$ cat src/verilog/sbx_pkg.sv
/*
  sbx_pkg: constants shared by the halt / subtract-with-borrow execute block.
  Assumes a 32-bit APB register port and an 8-bit data file with a 4-bit bank select.
*/
package sbx_pkg;
  localparam int unsigned CLK_HZ = 125_000_000;
  localparam int unsigned DATA_W = 8;
  localparam int unsigned BANK_W = 4;
  localparam int unsigned FADDR_W = 12;
  // opcode encodings
  localparam logic [15:0] OPC_HALT = 16'h0003;
  localparam logic [5:0] OPC_SUBB_TOP = 6'h15;
  // operand fields of the byte-oriented word
  localparam int unsigned DEST_BIT = 9;
  localparam int unsigned ACC_BIT = 8;
  // access bank: low half maps to bank 0, high half to the top bank
  localparam logic [3:0] ACC_LOW_BANK = 4'h0;
  localparam logic [3:0] ACC_HIGH_BANK = 4'hf;
  // register byte offsets
  localparam logic [7:0] OFS_INSTR = 8'h00;
  localparam logic [7:0] OFS_ACC = 8'h04;
  localparam logic [7:0] OFS_STAT = 8'h08;
  localparam logic [7:0] OFS_BANK = 8'h0c;
  localparam logic [7:0] OFS_PWR = 8'h10;
  // arithmetic status bit positions
  localparam int unsigned ST_C = 0;
  localparam int unsigned ST_DIGIT = 1;
  localparam int unsigned ST_Z = 2;
  localparam int unsigned ST_OVF = 3;
  localparam int unsigned ST_N = 4;
  // power register bit positions
  localparam int unsigned PW_TIMEOUT = 0;
  localparam int unsigned PW_PWRDN = 1;
  localparam int unsigned PW_SLEEP = 2;
  localparam int unsigned PW_BUSY = 3;
  localparam int unsigned PW_ILL = 4;
  // reset values
  localparam logic [7:0] RST_ACC = 8'h00;
  localparam logic [4:0] RST_STAT = 5'h00;
  localparam logic [3:0] RST_BANK = 4'h0;
  localparam logic RST_TIMEOUT = 1'b1;
  localparam logic RST_PWRDN = 1'b1;
  localparam logic [1:0] PHASE_LAST = 2'h3;
  typedef enum logic [2:0] {
    SBX_IDLE,
    SBX_DECODE,
    SBX_READ,
    SBX_PROC,
    SBX_WRITE
  } sbx_state_e;
endpackage

$ cat src/verilog/sbx_sub_borrow_alu.sv
/*
  sbx_sub_borrow_alu: combinational acc - file - !carry with all five status results.
  Assumes the caller registers the outputs.
*/
`timescale 1ns/10ps
module sbx_sub_borrow_alu
  import sbx_pkg::*;
#(
  parameter int unsigned W = DATA_W
) (
  input wire logic [W-1:0] acc_i,
  input wire logic [W-1:0] file_i,
  input wire logic carry_i,
  output logic [W-1:0] res_o,
  output logic carry_o,
  output logic dcarry_o,
  output logic ovf_o,
  output logic neg_o,
  output logic zero_o
);
  // subtraction with borrow done as acc + ~file + carry
  wire logic [W:0] full_sum;
  wire logic [4:0] low_sum;
  assign full_sum = {1'b0, acc_i} + {1'b0, ~file_i} + {{W{1'b0}}, carry_i};
  assign low_sum = {1'b0, acc_i[3:0]} + {1'b0, ~file_i[3:0]} + {4'h0, carry_i};
  assign res_o = full_sum[W-1:0];
  assign carry_o = full_sum[W];
  assign dcarry_o = low_sum[4];
  assign ovf_o = (acc_i[W-1] != file_i[W-1]) && (res_o[W-1] != acc_i[W-1]);
  assign neg_o = res_o[W-1];
  assign zero_o = (res_o == '0);
endmodule // sbx_sub_borrow_alu

$ cat src/verilog/sbx_exec.sv
/*
  sbx_exec: executes the low-power halt and subtract-with-borrow instructions
  handed in over APB, on a four-phase instruction cycle, with a port to the data file.
  Assumes the data file answers a read combinationally in the cycle FILE_RE_O is high,
  and that wake-up sources and the watchdog itself live outside.
*/
`timescale 1ns/10ps
module sbx_exec
  import sbx_pkg::*;
(
  input wire logic CLK_I,
  input wire logic RSTN_I,
  input wire logic PSEL_I,
  input wire logic PENABLE_I,
  input wire logic PWRITE_I,
  input wire logic [7:0] PADDR_I,
  input wire logic [31:0] PWDATA_I,
  output logic [31:0] PRDATA_O,
  output logic PREADY_O,
  output logic PSLVERR_O,
  output logic [FADDR_W-1:0] FILE_ADDR_O,
  output logic FILE_RE_O,
  input wire logic [DATA_W-1:0] FILE_RDATA_I,
  output logic FILE_WE_O,
  output logic [DATA_W-1:0] FILE_WDATA_O,
  output logic OSC_STOP_O,
  output logic WATCHDOG_CLR_O,
  input wire logic WAKE_I,
  input wire logic WATCHDOG_WAKE_I
);
  function automatic logic [BANK_W-1:0] pick_bank(input logic acc_sel, input logic f_top,
                                                  input logic [BANK_W-1:0] bank_sel);
    if (!acc_sel) begin
      pick_bank = f_top ? ACC_HIGH_BANK : ACC_LOW_BANK;
    end else begin
      pick_bank = bank_sel;
    end
  endfunction

  sbx_state_e state;
  logic [1:0] phase;
  logic [15:0] instr;
  logic pend;
  logic [DATA_W-1:0] acc;
  logic [4:0] stat;
  logic [BANK_W-1:0] bank_select_reg;
  logic timeout_flag;
  logic powerdown_flag;
  logic sleeping;
  logic illegal;
  logic [DATA_W-1:0] operand;
  logic [DATA_W-1:0] result;

  // free-running phase divider; cycle_start marks the next Q1
  wire logic cycle_start;
  assign cycle_start = (phase == PHASE_LAST);

  // apb decode
  wire logic acc_phase;
  wire logic wr_en;
  wire logic hit_instr;
  wire logic hit_acc;
  wire logic hit_stat;
  wire logic hit_bank;
  wire logic hit_pwr;
  wire logic mapped;
  assign acc_phase = PSEL_I && PENABLE_I;
  assign wr_en = acc_phase && PWRITE_I;
  assign hit_instr = (PADDR_I == OFS_INSTR);
  assign hit_acc = (PADDR_I == OFS_ACC);
  assign hit_stat = (PADDR_I == OFS_STAT);
  assign hit_bank = (PADDR_I == OFS_BANK);
  assign hit_pwr = (PADDR_I == OFS_PWR);
  assign mapped = hit_instr || hit_acc || hit_stat || hit_bank || hit_pwr;
  assign PREADY_O = 1'b1;
  assign PSLVERR_O = acc_phase && !mapped;

  wire logic [31:0] pwr_word;
  assign pwr_word = {27'h0, illegal, pend, sleeping, powerdown_flag, timeout_flag};
  wire logic [31:0] next_prdata;
  assign next_prdata = hit_instr ? {16'h0, instr} :
                       hit_acc ? {24'h0, acc} :
                       hit_stat ? {27'h0, stat} :
                       hit_bank ? {28'h0, bank_select_reg} :
                       hit_pwr ? pwr_word : 32'h0;

  // instruction decode
  wire logic is_halt;
  wire logic is_subb;
  wire logic dest_file;
  wire logic [BANK_W-1:0] bank;
  assign is_halt = (instr == OPC_HALT);
  assign is_subb = (instr[15:10] == OPC_SUBB_TOP);
  assign dest_file = instr[DEST_BIT];
  assign bank = pick_bank(instr[ACC_BIT], instr[7], bank_select_reg);

  wire logic [DATA_W-1:0] alu_res;
  wire logic alu_c;
  wire logic alu_dc;
  wire logic alu_ov;
  wire logic alu_n;
  wire logic alu_z;
  sbx_sub_borrow_alu #(
    .W(DATA_W)
  ) u_alu (
    .acc_i(acc),
    .file_i(operand),
    .carry_i(stat[ST_C]),
    .res_o(alu_res),
    .carry_o(alu_c),
    .dcarry_o(alu_dc),
    .ovf_o(alu_ov),
    .neg_o(alu_n),
    .zero_o(alu_z)
  );

  // a new word is refused while one is still pending or running
  wire logic take_instr;
  wire logic halt_exec;
  wire logic wake;
  assign take_instr = wr_en && hit_instr && !pend;
  assign halt_exec = (state == SBX_DECODE) && is_halt;
  assign wake = sleeping && (WAKE_I || WATCHDOG_WAKE_I);
  wire logic ill_set;
  wire logic ill_clr;
  assign ill_set = (state == SBX_DECODE) && !is_subb && !is_halt;
  assign ill_clr = wr_en && hit_pwr && PWDATA_I[PW_ILL];

  always_ff @(posedge CLK_I) begin
    if (!RSTN_I) begin
      phase <= 2'h0;
    end else begin
      phase <= phase + 2'h1;
    end
  end

  always_ff @(posedge CLK_I) begin
    if (!RSTN_I) begin
      PRDATA_O <= 32'h0;
    end else if (PSEL_I && !PENABLE_I && !PWRITE_I) begin
      PRDATA_O <= next_prdata;
    end
  end

  always_ff @(posedge CLK_I) begin
    if (!RSTN_I) begin
      state <= SBX_IDLE;
      pend <= 1'b0;
      instr <= 16'h0;
      illegal <= 1'b0;
    end else begin
      if (take_instr) begin
        instr <= PWDATA_I[15:0];
        pend <= 1'b1;
      end
      // execution waits for the cycle boundary and is frozen while halted
      unique case (state)
        SBX_IDLE: begin
          if (pend && cycle_start && !sleeping) begin
            state <= SBX_DECODE;
          end
        end
        SBX_DECODE: begin
          if (is_subb) begin
            state <= SBX_READ;
          end else begin
            state <= SBX_IDLE;
            pend <= 1'b0;
            illegal <= illegal || !is_halt;
          end
        end
        SBX_READ: state <= SBX_PROC;
        SBX_PROC: state <= SBX_WRITE;
        SBX_WRITE: begin
          state <= SBX_IDLE;
          pend <= 1'b0;
        end
        default: state <= SBX_IDLE;
      endcase
      // sticky: a new illegal word in the same cycle wins over the clear
      if (ill_clr && !ill_set) begin
        illegal <= 1'b0;
      end
    end
  end

  // data file port and operand capture
  always_ff @(posedge CLK_I) begin
    if (!RSTN_I) begin
      FILE_ADDR_O <= '0;
      FILE_RE_O <= 1'b0;
      FILE_WE_O <= 1'b0;
      FILE_WDATA_O <= '0;
      operand <= '0;
      result <= '0;
    end else begin
      FILE_RE_O <= (state == SBX_DECODE) && is_subb;
      FILE_WE_O <= (state == SBX_PROC) && dest_file;
      if (state == SBX_DECODE) begin
        FILE_ADDR_O <= {bank, instr[7:0]};
      end
      if (state == SBX_READ) begin
        operand <= FILE_RDATA_I;
      end
      if (state == SBX_PROC) begin
        result <= alu_res;
        FILE_WDATA_O <= alu_res;
      end
    end
  end

  // hardware updates take priority over a software write in the same cycle
  always_ff @(posedge CLK_I) begin
    if (!RSTN_I) begin
      acc <= RST_ACC;
      stat <= RST_STAT;
      bank_select_reg <= RST_BANK;
    end else begin
      if (wr_en && hit_acc) begin
        acc <= PWDATA_I[7:0];
      end
      if (wr_en && hit_stat) begin
        stat <= PWDATA_I[4:0];
      end
      if (wr_en && hit_bank) begin
        bank_select_reg <= PWDATA_I[3:0];
      end
      if (state == SBX_PROC) begin
        stat[ST_C] <= alu_c;
        stat[ST_DIGIT] <= alu_dc;
        stat[ST_Z] <= alu_z;
        stat[ST_OVF] <= alu_ov;
        stat[ST_N] <= alu_n;
      end
      if (state == SBX_WRITE && !dest_file) begin
        acc <= result;
      end
    end
  end

  // halt and wake
  always_ff @(posedge CLK_I) begin
    if (!RSTN_I) begin
      timeout_flag <= RST_TIMEOUT;
      powerdown_flag <= RST_PWRDN;
      sleeping <= 1'b0;
      WATCHDOG_CLR_O <= 1'b0;
    end else begin
      WATCHDOG_CLR_O <= halt_exec;
      if (halt_exec) begin
        sleeping <= 1'b1;
        powerdown_flag <= 1'b0;
        timeout_flag <= 1'b1;
      end else if (wake) begin
        sleeping <= 1'b0;
        if (WATCHDOG_WAKE_I) begin
          timeout_flag <= 1'b0;
        end
      end
    end
  end

  assign OSC_STOP_O = sleeping;
endmodule // sbx_exec

$ cat config.mk
export PLATFORM = sky130hd
export DESIGN_NAME = sbx_exec
export DESIGN_NICKNAME = d
export VERILOG_FILES = /design/src/verilog/sbx_pkg.sv /design/src/verilog/sbx_sub_borrow_alu.sv /design/src/verilog/sbx_exec.sv
export SDC_FILE = /design/constraint.sdc
export NUM_CORES = 1
export LEC_CHECK = 0
export ABC_AREA = 1
export BUFFER_PORTS_ARGS = -buffer_cell sky130_fd_sc_hd__buf_4
export CAP_MARGIN = 30
export CORE_MARGIN = 4
export CORE_UTILIZATION = 45
export CTS_BUF_LIST = sky130_fd_sc_hd__clkbuf_4 sky130_fd_sc_hd__clkbuf_8 sky130_fd_sc_hd__clkbuf_16
export DETAILED_ROUTE_END_ITERATION = 10
export GPL_TIMING_DRIVEN = 0
export PLACE_DENSITY = 0.7
export SLEW_MARGIN = 10
export SYNTH_ARGS = -nofsm -noshare
export SYNTH_HDL_FRONTEND = slang
export SYNTH_HIERARCHICAL = 1
export SYNTH_SLANG_ARGS = --single-unit
$ cat constraint.sdc
create_clock -name CLK_I -period 4.85 [get_ports CLK_I]
set_input_delay 0.97 -clock CLK_I [delete_from_list [all_inputs] [get_ports CLK_I]]
set_output_delay 0.97 -clock CLK_I [all_outputs]
set_load 0.1 [all_outputs]
### Word-level counts from Yosys, hierarchy flattened

Index checks and enable logic that the tools add are counted.

* equality and inequality tests: 14
* multiplexer cells: 19
* bitwise gates (word level): 4
* $add $sub $neg: 5
* reductions and logical operators: 48

Operators with widths (count)
* 5-bit two-way mux: 5
* 8-bit two-way mux: 3
* 1-bit logical AND: 23
* 16-bit by 2-bit equality test with 1-bit output (second input constant): 1
* 8-bit by 4-bit equality test with 1-bit output (second input constant): 2
* 8-bit zero test: 2
* 16-bit two-way mux: 1
* 3-bit case mux with 4 select lines: 1
* 8-bit by 8-bit adder with 9-bit output: 1
* 9-bit by 1-bit adder with 9-bit output: 1
* 1-bit zero test: 9
* 8-bit by 3-bit equality test with 1-bit output (second input constant): 1
* 8-bit by 5-bit equality test with 1-bit output (second input constant): 1
* 4-bit two-way mux: 2
* 8-bit inverter: 1
* 3-bit by 2-bit equality test with 1-bit output (second input constant): 2
* 6-bit by 5-bit equality test with 1-bit output (second input constant): 1
* 1-bit logical OR: 6
* 2-bit nonzero test: 3
* 4-bit by 4-bit adder with 5-bit output: 1
* 5-bit by 1-bit adder with 5-bit output: 1
* 1-bit two-way mux: 4
* 4-bit inverter: 1
* 2-bit AND reduction: 2
* 12 further kinds: 15

* output and inout bits: 58
* bits in registers: 106
* input bits: 55

### Logic depth before layout (Yosys ltp)

* depth after elaboration: 7
* depth in mapped cells: 15
* gate-level depth less buffers: 15

### Hierarchy

The synthesis kept the hierarchy.

Modules (own cells, without submodules)
* sbx_exec: area an instance 3812.4 sq um, cells each 511, sequential area each 1801.7 sq um, instances 1
* sbx_sub_borrow_alu: area an instance 531.8 sq um, cells each 100, sequential area each 0.0 sq um, instances 1

### Worst setup path before layout

OpenSTA, ideal clock, no wires.

* path type: in2out
* from: input port PADDR_I[7]
* to: output port PSLVERR_O
* buffers on the path: 1
* arrival: 2898 ps
* stages: 5
* slack: 982 ps
* path through: nor2_1 -> nand2_1 -> inv_1 -> buf_2 -> a21oi_1

* longest elaborated chain between the ends: 7
* elaborated cells between the ends (all ways): 11
* those cells by class: eq/ne: 4; reduce/logical: 7

RTL lines
* start, declared: line sbx_exec.sv:16 `input wire logic [7:0] PADDR_I,`
* 8-bit by 3-bit equality test with 1-bit output or 8-bit zero test (tied branches): line sbx_exec.sv:70, sbx_exec.sv:69
* 1-bit logical OR (3 in a row): line sbx_exec.sv:74 `assign mapped = hit_instr || hit_acc || hit_stat || hit_bank || hit_pwr;`
* 1-bit logical OR *: line sbx_exec.sv:74
* 1-bit zero test *: line sbx_exec.sv:76 `assign PSLVERR_O = acc_phase && !mapped;`
* 1-bit logical AND *: line sbx_exec.sv:76
* end, declared: line sbx_exec.sv:20 `output logic PSLVERR_O,`

Mark *: on every way between the ends. The rest lies on a longest branch, timed or not.

### Final worst setup path

Ends and elaborated chain as after synthesis.

==> metrics <==
vias in the first global route 4011; crit share post-route 0.634; hold_buf cts 0; Nets around 780; I/O pin count 113; Inserted Diodes 0; initial DRC count 339; die span in x 106 um; HP Class reg2reg; Setup TNS Final 0 ns; max-slew violations 0; cells after synthesis a little over 600; Pre-antenna DRT Iters 5; Critical Path Source PADDR_I[7]; CTS Buf Count 9; commonest non-fill, non-tap cell in the layout nand2_1; first-pass GRT wire length about 20000 um; Post-DP HPWL between 10000 and 15000 um; status completed; Worst EP required between 3 and 4 ns; RSZ-0062 raised after global routing false; r2r startpoint acc[0]; Vias 4309; worst clock skew 0.0112 ns; Core ar. ~9300 um2; antenna violations before repair 0; worst r2r path cells 14; worst hold path depth 1; ys flop type dfxtp_1; total power ~1.4 mW; Fillers approximately 950; Mapped Avg Cell Area roughly 7 um2; worst slew pin tran between 0.5 and 0.6 ns; worst-skew pair later-pin latency 0.36 ns; largest net degree at the start of global routing 15; Post-Syn Area roughly 4300 um2; slew margin rel. 0.636; DRC Markers 0; chip height 106 um; dpl cells 834; layout cells sized above 1 0.190; Routed WL per cell 14.8 um; hold_sp phase[0]; leakage power 2.42 nW; clock slew at reported path FFs 0.08 ns; Largest regs PRDATA_O: 16 flops, instr: 16 flops, FILE_ADDR_O: 12 flops; final WL 12600 um; GRT Residual Overflow 0; CP Max Fanout 10; maxcap violations 0; Max IR drop VDD 0.121 mV; H-tree Lvls 3; EDFF count, synth 0; die area 11300 um2; gpl congestion 0.897; Area Overhead vs Synth 23.0%; CTS tree done; share of synthesized flip-flops with an asynchronous set or reset 0; row cnt 35; Port Buffers 79; Cell Count, Final, Fillers Out 850; Yosys cell types 35; Yosys warnings 6; vias per inst 5.07; Crit. End Element primary output; maximum root-to-sink buffer count 2; initial cell density of the core 0.466; Power per Cell Area 266 nW/um2; most frequent cells in the layout 99 x nand2_1, 97 x buf_4, 90 x dfxtp_1; final hold viol count 0; Clock Sinks 90; Post-CTS Setup Bufs 0; synthesis-stage register bit count 90; share of the yosys chip area belonging to registers 0.415; Max Freq 325 MHz; crit path time final 3.08 ns; Resized Gates After CTS 0; Final setup viols 0; CP Data Arrival Time 2.11 ns; GRT Total Usage 0.221; number of routed nets with antenna violations 0; CP Launch Type primary input; Setup Crit Path Kind in2out; Root Buffer clkbuf_8
==> through the flow <==
stage	setup slack, ns	area, um2	hold slack, ns	util
2_1_floorplan	0.982	4400	0.399	-
3_3_place_gp	1.78	5150	0.409	0.553
3_5_place_dp	1.79	5150	0.427	0.553
4_1_cts	1.78	5350	0.439	0.573
5_1_grt	1.68	5350	0.459	0.573
6_report	1.77	5350	0.427	0.573
==> final timing paths <==
check / slack [ns] / to
setup / recovery: 1.77 / PSLVERR_O
hold reg to reg: 0.43 / phase[0]
hold / removal: 0.43 / phase[0]
setup reg to reg: 2.71 / stat[2]
==> cells in the mapped netlist (all sizes together) (2+ instances only) <==
master     n  share of area
a21oi     59          0.069
buf       23          0.038
o21ai     73          0.084
nand3     39          0.047
ha         8          0.023
nand3b     2         0.0035
inv       71          0.061
a31oi     13          0.019
dfxtp     90           0.41
clkbuf    18          0.016
nand2    107          0.098
conb       2         0.0017
nor3       5         0.0095
nand4      9          0.013
fa         2         0.0092
o2111ai    4         0.0081
nor2      77          0.071
nor4       4         0.0058
==> per-layer routing <==
layer,vias up,wire [um],share of wire,GRT usage
li1,2194,-,-,-
met1,1958,5410,0.43,0.274
met2,142,6290,0.50,0.397
met3,15,704,0.056,0.0328
met4,0,180,0.014,0.0657
met5,-,0,0,0
==> final cells by class <==
type / instances / area, um2 / share of cell area
inverters: 72 / 270 / 0.0506
clock inverters: 3 / 23.8 / 0.00445
flip-flops and latches: 90 / 1800 / 0.337
well taps: 129 / 161 / 0.0302
clock buffers: 13 / 166 / 0.0311
repair buffers: 79 / 593 / 0.111
multi-input cells: 423 / 2090 / 0.392
plain buffers: 41 / 234 / 0.0438
==> power by group <==
group	internal, mW	leakage (nW)	switching, mW
logic	0.0479	1.60	0.139
registers	0.744	0.726	0.00326
clock network	0.227	0.0927	0.263
==> logic make-up after synthesis <==
family,Yosys count,share of synthesized area
fa+ha+maj,10,0.0323
buf+inv,113,0.116
compound gates,152,0.185
other cells,2,0.00173
simple gates,244,0.250
flops,90,0.415
==> critical path, cell delays in order <==
cell and delay, ns:
buf_4 0.08, nor2_1 0.04, nand2_1 0.16, inv_1 0.14, buf_2 0.20, a21oi_1 0.20, buf_4 0.32
(Power assumes the default switching activity.)
